**src/hdl/acs_consts.svh**
```systemverilog
`ifndef ACS_CONSTS_SVH
`define ACS_CONSTS_SVH
// ---------------------------------------------
// register byte offsets
// ---------------------------------------------
`define ACS_OFF_CTRL 12'h000
`define ACS_OFF_TIMING 12'h004
`define ACS_OFF_CMD 12'h008
`define ACS_OFF_STATUS 12'h00c
`define ACS_OFF_RESULT 12'h010
`define ACS_OFF_SAMPLE 12'h014
// ---------------------------------------------
// field positions and reset values
// ---------------------------------------------
`define ACS_B_EN 0
`define ACS_B_KEEP 1
`define ACS_B_CONT 2
`define ACS_B_MODE 3
`define ACS_B_AMP 5
`define ACS_B_REF 6
`define ACS_B_SLOW 7
`define ACS_B_SDUR 0
`define ACS_B_HOLD 8
`define ACS_B_NACC 16
`define ACS_B_START 0
`define ACS_CTRL_RST 8'h00
`define ACS_SDUR_RST 8'h00
`define ACS_HOLD_RST 8'h00
`define ACS_NACC_RST 4'h0
`define ACS_NACC_MAX 4'ha
// ---------------------------------------------
// timing
// ---------------------------------------------
`define ACS_CLK_MHZ 100
`define ACS_NS2CYC(ns) (((ns) * `ACS_CLK_MHZ + 999) / 1000)
`define ACS_INIT_ADC_NS 10000
`define ACS_INIT_AMP_NS 20000
`define ACS_INIT_REF_NS 60000
`define ACS_INIT_SLOW_NS 35000
`define ACS_INIT_ADC_CYC `ACS_NS2CYC(`ACS_INIT_ADC_NS)
`define ACS_INIT_AMP_CYC `ACS_NS2CYC(`ACS_INIT_AMP_NS)
`define ACS_INIT_REF_CYC `ACS_NS2CYC(`ACS_INIT_REF_NS)
`define ACS_INIT_SLOW_CYC `ACS_NS2CYC(`ACS_INIT_SLOW_NS)
`define ACS_SYS_PER_ADC 2
`define ACS_CONV12_ADC 13
`define ACS_CONV8_ADC 9
`define ACS_LATCH_SYS 2
`define ACS_ACC_EXTRA_SYS 1
`endif

```
**src/hdl/acs_pkg.sv**
```systemverilog
package acs_pkg;
  typedef enum logic [2:0] {
    ACS_IDLE, ACS_INIT, ACS_SAMPLE, ACS_HOLD, ACS_CONV, ACS_LATCH
  } acs_state_t;
  typedef enum logic [1:0] {
    ACS_SINGLE12, ACS_SINGLE8, ACS_SERIES, ACS_BURST
  } acs_mode_t;
  typedef struct packed {
    acs_state_t st;
    logic [9:0] tmr;
    logic [7:0] ctrl;
    logic [7:0] sdur;
    logic [7:0] hold;
    logic [3:0] nacc;
    logic [10:0] nsmp;
    logic analog_on;
    logic [11:0] conv;
    logic [11:0] sample;
    logic [21:0] result;
    logic rvalid;
  } acs_main_t;
  typedef struct packed {
    logic [12:0] cnt;
  } acs_init_t;
  typedef struct packed {
    logic [21:0] total;
  } acs_acc_t;
endpackage

```
**src/hdl/acs_seq_if.sv**
```systemverilog
`timescale 1ns/1ps
interface acs_seq_if;
  logic init_go;
  logic need_amp;
  logic need_ref;
  logic need_slow;
  logic amp_ready;
  logic init_done;
  logic acc_clr;
  logic acc_add;
  logic [11:0] acc_sample;
  logic [21:0] acc_total;
  modport ctl (output init_go, need_amp, need_ref, need_slow, acc_clr, acc_add, acc_sample,
    input amp_ready, init_done, acc_total);
  modport init (input init_go, need_amp, need_ref, need_slow, output amp_ready, init_done);
  modport acc (input acc_clr, acc_add, acc_sample, output acc_total);
endinterface

```
**src/hdl/acs_init_timer.sv**
```systemverilog
`timescale 1ns/1ps
`include "acs_consts.svh"
module acs_init_timer #(
  parameter logic [12:0] REF_CYC = 13'(`ACS_INIT_REF_CYC)
) (
  input wire logic clk_in,
  input wire logic rst_n_in,
  input wire logic ce_in,
  acs_seq_if.init s
);
  localparam logic [12:0] ADC_CYC = 13'(`ACS_INIT_ADC_CYC);
  localparam logic [12:0] AMP_CYC = 13'(`ACS_INIT_AMP_CYC);
  localparam logic [12:0] SLOW_CYC = 13'(`ACS_INIT_SLOW_CYC);
  function automatic logic [12:0] max2(input logic [12:0] a, input logic [12:0] b);
    return (a > b) ? a : b;
  endfunction
  acs_pkg::acs_init_t q;
  acs_pkg::acs_init_t n;
  logic [12:0] tgt;
  // modules power up in parallel: the slowest one sets the wait
  always_comb begin
    tgt = ADC_CYC;
    if (s.need_amp) tgt = max2(tgt, AMP_CYC);
    if (s.need_ref) tgt = max2(tgt, REF_CYC);
    if (s.need_slow) tgt = max2(tgt, SLOW_CYC);
    s.init_done = s.init_go && (q.cnt >= tgt - 13'h0001);
    s.amp_ready = s.init_go && s.need_amp && (q.cnt >= AMP_CYC - 13'h0001);
    n = q;
    if (!s.init_go) n.cnt = 13'h0000;
    else if (!s.init_done) n.cnt = q.cnt + 13'h0001;
  end
  always_ff @(posedge clk_in) begin
    if (!rst_n_in) q <= '0;
    else if (ce_in) q <= n;
  end
endmodule // acs_init_timer

```
**src/hdl/acs_accum.sv**
```systemverilog
`timescale 1ns/1ps
module acs_accum (
  input wire logic clk_in,
  input wire logic rst_n_in,
  input wire logic ce_in,
  acs_seq_if.acc s
);
  acs_pkg::acs_acc_t q;
  acs_pkg::acs_acc_t n;
  // 1024 samples of 12 bits fit 22 bits, so no overflow check
  always_comb begin
    n = q;
    if (s.acc_clr) n.total = 22'h000000;
    if (s.acc_add) n.total = n.total + {10'h000, s.acc_sample};
    s.acc_total = q.total;
  end
  always_ff @(posedge clk_in) begin
    if (!rst_n_in) q <= '0;
    else if (ce_in) q <= n;
  end
endmodule // acs_accum

```
**src/hdl/acs_adc_seq.sv**
```systemverilog
// Our own choices: the placing of the registers and the APB slave port.
`timescale 1ns/1ps
`include "acs_consts.svh"
module acs_adc_seq #(
  parameter logic [12:0] INIT_REF_CYC = 13'(`ACS_INIT_REF_CYC)
) (
  input wire logic core_clk_in,
  input wire logic rst_n_in,
  input wire logic ce_in,
  input wire logic psel_in,
  input wire logic penable_in,
  input wire logic pwrite_in,
  input wire logic [11:0] paddr_in,
  input wire logic [31:0] pwdata_in,
  output logic [31:0] prdata_out,
  output logic pready_out,
  output logic pslverr_out,
  input wire logic trigger_in,
  input wire logic [11:0] conv_data_in,
  output logic adc_on_out,
  output logic amp_on_out,
  output logic amp_sample_out,
  output logic sample_hold_out,
  output logic conv_active_out,
  output logic busy_out,
  output logic result_valid_out,
  output logic [21:0] result_out
);
  // -------------------------------------------
  // helpers
  // -------------------------------------------
  function automatic logic [9:0] sys_cyc(input logic [8:0] adc);
    return 10'(adc * `ACS_SYS_PER_ADC);
  endfunction

  function automatic logic hit(input logic [11:0] a, input logic [11:0] off);
    return a == off;
  endfunction

  acs_pkg::acs_main_t q;
  acs_pkg::acs_main_t n;
  acs_seq_if s ();

  acs_init_timer #(
    .REF_CYC(INIT_REF_CYC)
  ) u_init (
    .clk_in(core_clk_in),
    .rst_n_in(rst_n_in),
    .ce_in(ce_in),
    .s(s.init)
  );

  acs_accum u_acc (
    .clk_in(core_clk_in),
    .rst_n_in(rst_n_in),
    .ce_in(ce_in),
    .s(s.acc)
  );

  // -------------------------------------------
  // decode
  // -------------------------------------------
  acs_pkg::acs_mode_t mode;
  logic en;
  logic keep;
  logic cont;
  logic amp;
  logic accm;
  logic last;
  logic tz;
  logic acc_wr;
  logic start;
  logic mapped;
  logic [10:0] tgt_n;
  logic [11:0] shaped;
  logic [9:0] samp_ld;
  logic [9:0] hold_ld;
  logic [9:0] conv_ld;
  logic [9:0] latch_ld;

  assign mode = acs_pkg::acs_mode_t'(q.ctrl[`ACS_B_MODE +: 2]);
  assign en = q.ctrl[`ACS_B_EN];
  assign keep = q.ctrl[`ACS_B_KEEP];
  assign cont = q.ctrl[`ACS_B_CONT];
  assign amp = q.ctrl[`ACS_B_AMP];
  assign accm = (mode == acs_pkg::ACS_SERIES) || (mode == acs_pkg::ACS_BURST);
  assign tgt_n = 11'h001 << q.nacc;
  assign last = !accm || (q.nsmp == tgt_n - 11'h001);
  assign tz = q.tmr == 10'h000;
  assign shaped = (mode == acs_pkg::ACS_SINGLE8) ? {4'h0, conv_data_in[11:4]} : conv_data_in;
  assign mapped = hit(paddr_in, `ACS_OFF_CTRL) || hit(paddr_in, `ACS_OFF_TIMING)
    || hit(paddr_in, `ACS_OFF_CMD) || hit(paddr_in, `ACS_OFF_STATUS)
    || hit(paddr_in, `ACS_OFF_RESULT) || hit(paddr_in, `ACS_OFF_SAMPLE);
  assign acc_wr = psel_in && penable_in && pwrite_in && ce_in;
  assign start = trigger_in || (acc_wr && hit(paddr_in, `ACS_OFF_CMD)
    && pwdata_in[`ACS_B_START]);

  // sample window of length plus one
  assign samp_ld = sys_cyc({1'b0, q.sdur} + 9'h001) - 10'h001;
  // amplifier hold of length plus one half
  assign hold_ld = sys_cyc({1'b0, q.hold});
  assign conv_ld = sys_cyc((mode == acs_pkg::ACS_SINGLE8) ? 9'(`ACS_CONV8_ADC)
    : 9'(`ACS_CONV12_ADC)) - 10'h001;
  assign latch_ld = (accm && last) ? 10'(`ACS_LATCH_SYS + `ACS_ACC_EXTRA_SYS - 1)
    : 10'(`ACS_LATCH_SYS - 1);

  // -------------------------------------------
  // analog front end
  // -------------------------------------------
  // init needs
  assign s.init_go = q.st == acs_pkg::ACS_INIT;
  assign s.need_amp = amp;
  assign s.need_ref = q.ctrl[`ACS_B_REF];
  assign s.need_slow = q.ctrl[`ACS_B_SLOW];
  assign s.acc_sample = shaped;

  assign adc_on_out = (q.st != acs_pkg::ACS_IDLE) || q.analog_on;
  assign amp_on_out = amp && adc_on_out;
  // early amplifier sampling, stays sampling when idle with modules kept on
  assign amp_sample_out = amp_on_out && (q.st != acs_pkg::ACS_HOLD)
    && !(s.init_go && !s.amp_ready);
  assign sample_hold_out = ((q.st == acs_pkg::ACS_SAMPLE) && !amp)
    || (q.st == acs_pkg::ACS_HOLD);
  assign conv_active_out = q.st == acs_pkg::ACS_CONV;
  assign busy_out = q.st != acs_pkg::ACS_IDLE;
  assign result_valid_out = q.rvalid;
  assign result_out = q.result;

  // -------------------------------------------
  // apb slave
  // -------------------------------------------
  // zero wait states; a low clock enable stalls the access
  assign pready_out = ce_in;
  assign pslverr_out = psel_in && penable_in && !mapped;

  always_comb begin
    prdata_out = 32'h00000000;
    case (paddr_in)
      `ACS_OFF_CTRL: prdata_out = {24'h000000, q.ctrl};
      `ACS_OFF_TIMING: prdata_out = {12'h000, q.nacc, q.hold, q.sdur};
      `ACS_OFF_STATUS: prdata_out = {11'h000, q.nsmp, 4'h0, 3'(q.st), q.analog_on,
        s.init_go, busy_out};
      `ACS_OFF_RESULT: prdata_out = {10'h000, q.result};
      `ACS_OFF_SAMPLE: prdata_out = {20'h00000, q.sample};
      default: prdata_out = 32'h00000000;
    endcase
  end

  // -------------------------------------------
  // sequencer
  // -------------------------------------------
  always_comb begin
    n = q;
    n.rvalid = 1'b0;
    n.tmr = tz ? q.tmr : q.tmr - 10'h001;
    s.acc_clr = 1'b0;
    s.acc_add = 1'b0;
    if (acc_wr) begin
      case (paddr_in)
        `ACS_OFF_CTRL: n.ctrl = pwdata_in[7:0];
        `ACS_OFF_TIMING: begin
          n.sdur = pwdata_in[`ACS_B_SDUR +: 8];
          n.hold = pwdata_in[`ACS_B_HOLD +: 8];
          n.nacc = (pwdata_in[`ACS_B_NACC +: 4] > `ACS_NACC_MAX) ? `ACS_NACC_MAX
            : pwdata_in[`ACS_B_NACC +: 4];
        end
        default: ;
      endcase
    end
    case (q.st)
      acs_pkg::ACS_IDLE: begin
        // one sample per trigger in series
        if (en && start) begin
          if (q.nsmp == 11'h000) s.acc_clr = 1'b1;
          if (q.analog_on) begin
            n.st = acs_pkg::ACS_SAMPLE;
            n.tmr = samp_ld;
          end else begin
            n.st = acs_pkg::ACS_INIT;
          end
        end
      end
      acs_pkg::ACS_INIT: begin
        if (s.init_done) begin
          n.analog_on = 1'b1;
          n.st = acs_pkg::ACS_SAMPLE;
          n.tmr = samp_ld;
        end
      end
      acs_pkg::ACS_SAMPLE: begin
        if (tz && amp) begin
          n.st = acs_pkg::ACS_HOLD;
          n.tmr = hold_ld;
        end else if (tz) begin
          n.st = acs_pkg::ACS_CONV;
          n.tmr = conv_ld;
        end
      end
      acs_pkg::ACS_HOLD: begin
        if (tz) begin
          n.st = acs_pkg::ACS_CONV;
          n.tmr = conv_ld;
        end
      end
      acs_pkg::ACS_CONV: begin
        if (tz) begin
          s.acc_add = 1'b1;
          n.conv = shaped;
          // burst goes straight back to sampling
          if (mode == acs_pkg::ACS_BURST && !last) begin
            n.sample = shaped;
            n.nsmp = q.nsmp + 11'h001;
            n.st = acs_pkg::ACS_SAMPLE;
            n.tmr = samp_ld;
          end else begin
            n.st = acs_pkg::ACS_LATCH;
            n.tmr = latch_ld;
          end
        end
      end
      acs_pkg::ACS_LATCH: begin
        if (tz) begin
          n.sample = q.conv;
          if (last) begin
            n.result = accm ? s.acc_total : {10'h000, q.conv};
            n.rvalid = 1'b1;
            n.nsmp = 11'h000;
          end else begin
            n.nsmp = q.nsmp + 11'h001;
          end
          // restart with no trigger, no init
          if (last && cont) begin
            s.acc_clr = 1'b1;
            n.st = acs_pkg::ACS_SAMPLE;
            n.tmr = samp_ld;
          end else begin
            n.st = acs_pkg::ACS_IDLE;
            if (!keep) n.analog_on = 1'b0;
          end
        end
      end
      default: n.st = acs_pkg::ACS_IDLE;
    endcase
    if (!en) begin
      n.st = acs_pkg::ACS_IDLE;
      n.analog_on = 1'b0;
      n.nsmp = 11'h000;
    end
  end

  always_ff @(posedge core_clk_in) begin
    if (!rst_n_in) begin
      q <= '0;
      q.st <= acs_pkg::ACS_IDLE;
      q.ctrl <= `ACS_CTRL_RST;
      q.sdur <= `ACS_SDUR_RST;
      q.hold <= `ACS_HOLD_RST;
      q.nacc <= `ACS_NACC_RST;
    end else if (ce_in) begin
      q <= n;
    end
  end

  // -------------------------------------------
  // checks
  // -------------------------------------------
  logic [10:0] ph_cnt;
  logic leave;
  assign leave = ce_in && (n.st != q.st);

  always_ff @(posedge core_clk_in) begin
    if (!rst_n_in) ph_cnt <= 11'h000;
    else if (leave) ph_cnt <= 11'h000;
    else if (ce_in) ph_cnt <= ph_cnt + 11'h001;
  end
endmodule // acs_adc_seq

```
**config.mk**
```make
export PLATFORM = sky130hd
export DESIGN_NAME = acs_adc_seq
export DESIGN_NICKNAME = d
export VERILOG_FILES = /design/src/hdl/acs_pkg.sv /design/src/hdl/acs_seq_if.sv /design/src/hdl/acs_init_timer.sv /design/src/hdl/acs_accum.sv /design/src/hdl/acs_adc_seq.sv
export VERILOG_INCLUDE_DIRS = /design/src /design/src/hdl
export SDC_FILE = /design/constraint.sdc
export NUM_CORES = 1
export LEC_CHECK = 0
export CORE_MARGIN = 8
export CORE_UTILIZATION = 65
export CTS_BUF_LIST = sky130_fd_sc_hd__clkbuf_8
export CTS_CLUSTER_DIAMETER = 120
export DETAILED_ROUTE_END_ITERATION = 6
export DONT_BUFFER_PORTS = 1
export MAX_ROUTING_LAYER = met4
export PLACE_DENSITY_LB_ADDON = 0.08
export SYNTH_ARGS = -nofsm -noshare
export SYNTH_HDL_FRONTEND = slang
export SYNTH_HIERARCHICAL = 1
export SYNTH_SLANG_ARGS = --single-unit
```
**constraint.sdc**
```tcl
create_clock -name core_clk_in -period 6.6 [get_ports core_clk_in]
set_input_delay 0 -clock core_clk_in [delete_from_list [all_inputs] [get_ports core_clk_in]]
set_output_delay 0 -clock core_clk_in [all_outputs]
set_load 0.02 [all_outputs]
```
# ---- Word level (Yosys, flattened, before mapping)
# Cells that the tools add are included.
dict set report totals {
  register_bits 135
  output_inout_bits 63
  inputBits 63
}
dict set report op_classes {
  n_reduce_logical 50
  n_addsub 9
  magnitude_cmp 5
  mux 53
  eq_ne 28
  n_shift 1
}
# cell n
set op_table {}
lappend op_table {{two-way mux 13 bit} 13}
lappend op_table {{case mux 22 bit (5 select lines)} 1}
lappend op_table {{two-way mux 22 bit} 3}
lappend op_table {{two-way mux 12 bit} 5}
lappend op_table {{case mux 10 bit (6 select lines)} 1}
lappend op_table {{two-way mux 11 bit} 4}
lappend op_table {{two-way mux 35 bit} 1}
lappend op_table {{two-way mux 10 bit} 3}
lappend op_table {{equality test 12 x 4 -> 1 bit (second input constant)} 2}
lappend op_table {{equality test 12 x 5 -> 1 bit (second input constant)} 2}
lappend op_table {{case mux 12 bit (2 select lines)} 1}
lappend op_table {{two-way mux 23 bit} 1}
lappend op_table {{adder 22 x 12 -> 22 bit} 1}
lappend op_table {{case mux 11 bit (2 select lines)} 1}
lappend op_table {{subtractor 10 x 1 -> 10 bit (second input constant)} 2}
lappend op_table {{logical AND 1 bit} 19}
lappend op_table {{case mux 3 bit (6 select lines)} 1}
lappend op_table {{!= test 3 x 2 -> 1 bit (second input constant)} 5}
lappend op_table {{AND reduction 5 bit} 3}
lappend op_table {{adder 13 x 1 -> 13 bit (second input constant)} 1}
lappend op_table {{>= comparator 13 x 11 -> 1 bit (second input constant)} 1}
lappend op_table {{>= comparator 13 bit} 1}
lappend op_table {{greater-than comparator 11 x 13 -> 1 bit (second input constant)} 1}
lappend op_table {{greater-than comparator 13 x 12 -> 1 bit (second input constant)} 1}
lappend op_table {{35 further kinds} 72}

# ---- Longest topological paths before layout
dict set report depth {
  ltp_word 13
  mapped_depth 23
  ltp_nobuf 19
}

# ---- Hierarchy
# The synthesis kept the hierarchy.
# module n_inst cells_per_inst area_each_um2 seq_area_each_um2
set modules_own_cells {}
lappend modules_own_cells {acs_adc_seq 1 915 6851.6 2001.9}
lappend modules_own_cells {acs_accum 1 190 1622.8 440.4}
lappend modules_own_cells {acs_init_timer 1 154 1149.9 260.2}

# ---- Worst setup path after synthesis
# Ideal clock, no wire load.
dict set report synth_timing {
  path_type {flip-flop to flip-flop}
  start {reg q[62] in the netlist's numbering}
  end {reg u_acc.q (netlist bit u_acc/s.acc_total[18])}
  path_stages_with_launch 24
  t_arrival_ns 5.320
  setup_time_ns 0.069
  period_less_slack_ns 5.388
  setup_slack_ns 1.212
  path_cell_list {dfxtp_1 buf_2 nor4_2 inv_1 ha_1 buf_2 and2_1 a221oi_1 xor2_1 nand3_1 o31ai_4 nand2_2 o31ai_1 clkbuf_1 clkbuf_1 nor2b_1 ha_1 fa_1 a21oi_2 o211ai_4 a2111oi_4 nor3_1 or3_1 a21oi_2}
}
dict set report synth_via {
  elab_chain_len 11
}
# element line_no
set synth_lines {}
lappend synth_lines {{start: declaration} acs_adc_seq.sv:40} ;# acs_pkg::acs_main_t q;
lappend synth_lines {{start signal: assignment} acs_adc_seq.sv:260} ;# q <= n;
lappend synth_lines {{left shift 1 x 4 -> 11 bit (*)} acs_adc_seq.sv:87} ;# assign tgt_n = 11'h001 << q.nacc;
lappend synth_lines {{subtractor 11 x 1 -> 11 bit (*)} acs_adc_seq.sv:88} ;# assign last = !accm || (q.nsmp == tgt_n - 11'h001);
lappend synth_lines {{equality test 11 bit (*)} acs_adc_seq.sv:88}
lappend synth_lines {{logical OR 1 bit (*)} acs_adc_seq.sv:88}
lappend synth_lines {{logical AND 1 bit (*)} acs_adc_seq.sv:232} ;# if (last && cont) begin
lappend synth_lines {{two-way mux 1 bit (*)} acs_adc_seq.sv:232}
lappend synth_lines {{two-way mux 1 bit (*)} acs_adc_seq.sv:222} ;# if (tz) begin
lappend synth_lines {{case mux 1 bit (2 select lines) (*)} acs_adc_seq.sv:170} ;# case (q.st)
lappend synth_lines {{via s.acc_clr} acs_seq_if.sv:9} ;# logic acc_clr;
lappend synth_lines {{two-way mux 22 bit (*)} acs_accum.sv:13} ;# if (s.acc_clr) n.total = 22'h000000;
lappend synth_lines {{adder 22 x 12 -> 22 bit} acs_accum.sv:14} ;# if (s.acc_add) n.total = n.total + {10'h000, s.acc_sample};
lappend synth_lines {{two-way mux 22 bit (*)} acs_accum.sv:14}
lappend synth_lines {{end signal: assignment} acs_accum.sv:19} ;# else if (ce_in) q <= n;
lappend synth_lines {{end: declaration} acs_accum.sv:8} ;# acs_pkg::acs_acc_t q;
# The timed path passes the listed nets; every way through them passes the cells marked *.
# A chain may end at the register's enable or synchronous reset.

# ---- Worst setup path after layout
# Same ends and word-level chain as after synthesis.

==> results.py <==
metrics = {
    "floorplan": {
        "fp.dieArea_um2": 19000,
        "num_rows": 44,
        "floorplan.die.height_um": 138,
        "core-area_um2": 14500,
        "floorplan.initialDensity": 0.665,
        "io_pins": 126,
        "fp.dieW_um": 138,
    },
    "timing": {
        "period_minus_slack_ps": 5840,
        "worst_slew_margin_rel": 0.154,
        "setup_total_negative_slack_ps": 0,
        "tightest_slew_ps": 1260,
        "finalHoldViolCount": 0,
        "worst_clock_skew_ps": 10.6,
        "max_freq_mhz": 171,
        "finalSetupViolCount": 0,
        "setup_repair_after_global_routing_missed_its_margin": "no",
        "min_period_over_period": 0.885,
        "number_of_max_slew_violations_in_the_final_report": 0,
    },
    "setup_path": {
        "critical_path_peak_fanout": 22,
        "critPathRequiredTime_ps": 7000,
        "end_kind": "flop",
        "worstSetupStartpointType": "flop",
        "timing.critical_path.arrival_ps": 6240,
        "crit_type": "flop to flop",
    },
    "yosys": {
        "yosys_reg_bits": 135,
        "synth_largest_area_cell": "sky130_fd_sc_hd__dfxtp_1",
        "postSynth.asyncResetShare": 0,
        "synth_edf_count": 0,
        "synth_cell_types": 95,
        "synth_area_um2": 9620,
        "synth_area_per_cell_um2": 7.64,
        "part_of_the_yosys_area_used_for_sequential_elements": 0.281,
        "most_common_flop_cell_mapped_by_yosys": "sky130_fd_sc_hd__dfxtp_1",
        "proportion_of_netlist_area_held_by_the_largest_area_contributor": 0.281,
        "yosysWarningCount": 6,
        "netlist_instances": 1259,
        "synth.area.top_cells": "sky130_fd_sc_hd__dfxtp_1 (28%), sky130_fd_sc_hd__nand2_1 (6.4%), sky130_fd_sc_hd__a21oi_1 (4.2%)",
    },
    "routing": {
        "via_count": 9715,
        "drt-total-wl_um": 30800,
        "postRouteAntennaNets": 0,
        "post-route-drc-count": 0,
        "drt_iter0_markers": 1240,
        "first_pass_iters": 6,
        "detail_routed_net_length_per_standard_cell_um": 21.6,
        "routed_via_density": 6.83,
    },
    "layout": {
        "nFillCells": 1194,
        "post_route_cells_drive_above_1_share": 0.0719,
        "area_growth_pct": 6.41,
        "ff_latch_area_um2": 2700,
        "finalInstanceArea_um2": 10200,
        "final_nets": 1320,
        "multi_input_comb_area_um2": 6170,
    },
    "global_routing": {
        "grt_antenna_before_repair": 1,
        "groute.layer.met1.usage": 0.412,
        "met2_usage": 0.499,
        "grt_max_degree": 82,
        "groute.layer.met3.usage": 0.0894,
        "global_route_wire_length_before_repair_um": 48200,
        "vias_in_the_first_global_route": 8733,
        "groute.usage.overall": 0.334,
        "overflow": 0,
        "gr-max-usage-layer": "met2",
    },
    "clock_network": {
        "path_clk_slew_ps": 80,
        "clock-root-buffer": "sky130_fd_sc_hd__clkbuf_8",
        "num_cts_buffers": 17,
        "clk_path_buf_depth": 2,
        "tritoncts": "built",
        "clk-insertion-delay-late_ps": 480,
        "total_clock_sinks": 135,
        "htree_num_levels": 4,
    },
    "power_and_ir_drop": {
        "p_sw_frac": 0.345,
        "clock_power_share": 0.334,
        "comb_power_share": 0.254,
        "vdd.ir_drop.worst_mv": 0.222,
        "power.static_leakage_nw": 3.94,
        "seq_power_share": 0.412,
        "power_density_nw_per_um2": 206,
        "power_report.internal_total_mw": 1.38,
        "power_switching_uw": 729,
    },
    "flow_run": {
        "max_cap_violations": 0,
    },
    "placement": {
        "detailedPlacementHpwl_um": 20800,
        "routabilityCongestion": 0.989,
        "detailed_place.area_um2": 9400,
        "port_buffers": 0,
    },
    "outcome": {
        "run_status": "finished clean",
    },
    "hold_path": {
        "worstHoldPathType": "input port to primary output",
    },
}
-- path summary, 6_finish.rpt --
| check | from | endpoint | cells after the start | slack (ps) |
|---|---|---|---|---|
| worst max-delay path | q[62] | u_acc/s.acc_total[18] | 20 | 760 |
| worst min-delay path | ce_in | pready_out | 0 | 0.7 |
| worst max register to register | q[62] | u_acc/s.acc_total[18] | 20 | 760 |
| worst min register to register | q[66] | q[66] | 2 | 480 |
-- cell families (layout without fill, tap and decap cells) --
family	after synthesis	after routing	share of synthesized area
simple gates	503	503	0.263
compound gates	345	345	0.257
buf+inv	171	140	0.0829
flops	135	135	0.281
mux	44	44	0.0488
fa+ha+maj	32	32	0.0424
xor+xnor	27	27	0.0246
other cells	2	13	0.000780
-- flip-flops by register name, indices dropped and copies added, names as in the netlist --
signal and flops:
cont 1, result_valid_out 1, result_out 22, u_init/q 13, amp 1, keep 1
en 1, u_acc/s.acc_total 22, mode 2, q 71
-- what timing repair did --
item | in CTS | in global routing
hold buffers | 42 | 0
endpoints found under the hold margin | 126 | 0
setup buffers | 0 | 0
resized for setup | 0 | 0
-- final cells by class --
cell class                      instances  area share
Clock buffer                           19      0.0255
Clock inverter                         12      0.0125
Multi-Input combinational cell        962       0.602
Sequential cell                       135       0.264
Tap cell                              184      0.0225
Timing Repair Buffer                   54      0.0525
Inverter                               55      0.0202
Antenna cell                            2    0.000489
-- cell usage in the layout (no fill, tap or decap), types with 31 or more instances in the layout --
cell type | netlist | routed
sky130_fd_sc_hd__nand2_1 | 164 | 164
sky130_fd_sc_hd__dfxtp_1 | 135 | 135
sky130_fd_sc_hd__a21oi_1 | 81 | 81
sky130_fd_sc_hd__nor2_1 | 77 | 76
sky130_fd_sc_hd__nand3_1 | 64 | 64
sky130_fd_sc_hd__inv_1 | 51 | 52
sky130_fd_sc_hd__o21ai_0 | 49 | 48
sky130_fd_sc_hd__dlygate4sd3_1 | 0 | 40
sky130_fd_sc_hd__mux2i_1 | 39 | 39
sky130_fd_sc_hd__ha_1 | 31 | 31
-- metrics by stage --
step | hold WS [ps] | total power [mW] | setup WS (ps) | util | std cells
floorplan | 113 | 1.29 | 1210 | - | 1268
global placement | 3.02 | 1.36 | 988 | 0.649 | 1348
detailed placement | 3.52 | 1.36 | 872 | 0.649 | 1348
CTS | 1.76 | 2.09 | 836 | 0.707 | 1421
global route | 0.586 | 2.20 | 367 | 0.707 | 1423
finish | 0.660 | 2.11 | 758 | 0.707 | 1423
-- synth_stat cells (all sizes together) (13+ instances only) --
library cell / count
or3: 17
mux2i: 39
nand2: 166
o211ai: 17
xnor2: 14
ha: 31
nand3: 65
dfxtp: 135
xor2: 13
a22oi: 13
nand4: 20
a21boi: 20
nor2b: 29
and2: 31
o21ai: 55
nor2: 77
and3: 13
a31oi: 18
nor3: 33
a21oi: 87
inv: 51
clkbuf: 62
buf: 54
a211oi: 14
-- routing by layer --
layer | up-vias | part of all wire
met2 | 558 | 0.45
met4 | 0 | 0.041
met3 | 109 | 0.10
li1 | 4470 | -
met1 | 4578 | 0.40
met5 | - | 0
-- worst max-delay path, stage by stage, from the launching register on --
cell,delay [ps]
sky130_fd_sc_hd__dfxtp_1,550
sky130_fd_sc_hd__nor4_2,430
sky130_fd_sc_hd__inv_1,80
sky130_fd_sc_hd__ha_1,350
sky130_fd_sc_hd__and2_1,240
sky130_fd_sc_hd__a221oi_1,310
sky130_fd_sc_hd__xor2_1,190
sky130_fd_sc_hd__nand3_1,220
sky130_fd_sc_hd__o31ai_4,500
sky130_fd_sc_hd__nand2_2,200
sky130_fd_sc_hd__o31ai_2,260
sky130_fd_sc_hd__buf_4,290
sky130_fd_sc_hd__nor2b_1,80
sky130_fd_sc_hd__ha_1,220
sky130_fd_sc_hd__fa_1,430
sky130_fd_sc_hd__a21oi_2,250
sky130_fd_sc_hd__o211ai_4,130
sky130_fd_sc_hd__a2111oi_4,470
sky130_fd_sc_hd__nor3_1,100
sky130_fd_sc_hd__or3_1,330
sky130_fd_sc_hd__a21oi_2,120
-- power groups by stage --
stage | registers, mW | clock network (mW) | logic [mW]
finish | 0.870 | 0.706 | 0.536
global route | 0.873 | 0.747 | 0.576
CTS | 0.868 | 0.710 | 0.514
detailed placement | 0.887 | 0 | 0.475
global placement | 0.887 | 0 | 0.472
floorplan | 0.876 | 0 | 0.411
Power figures use the tool's default switching activity.
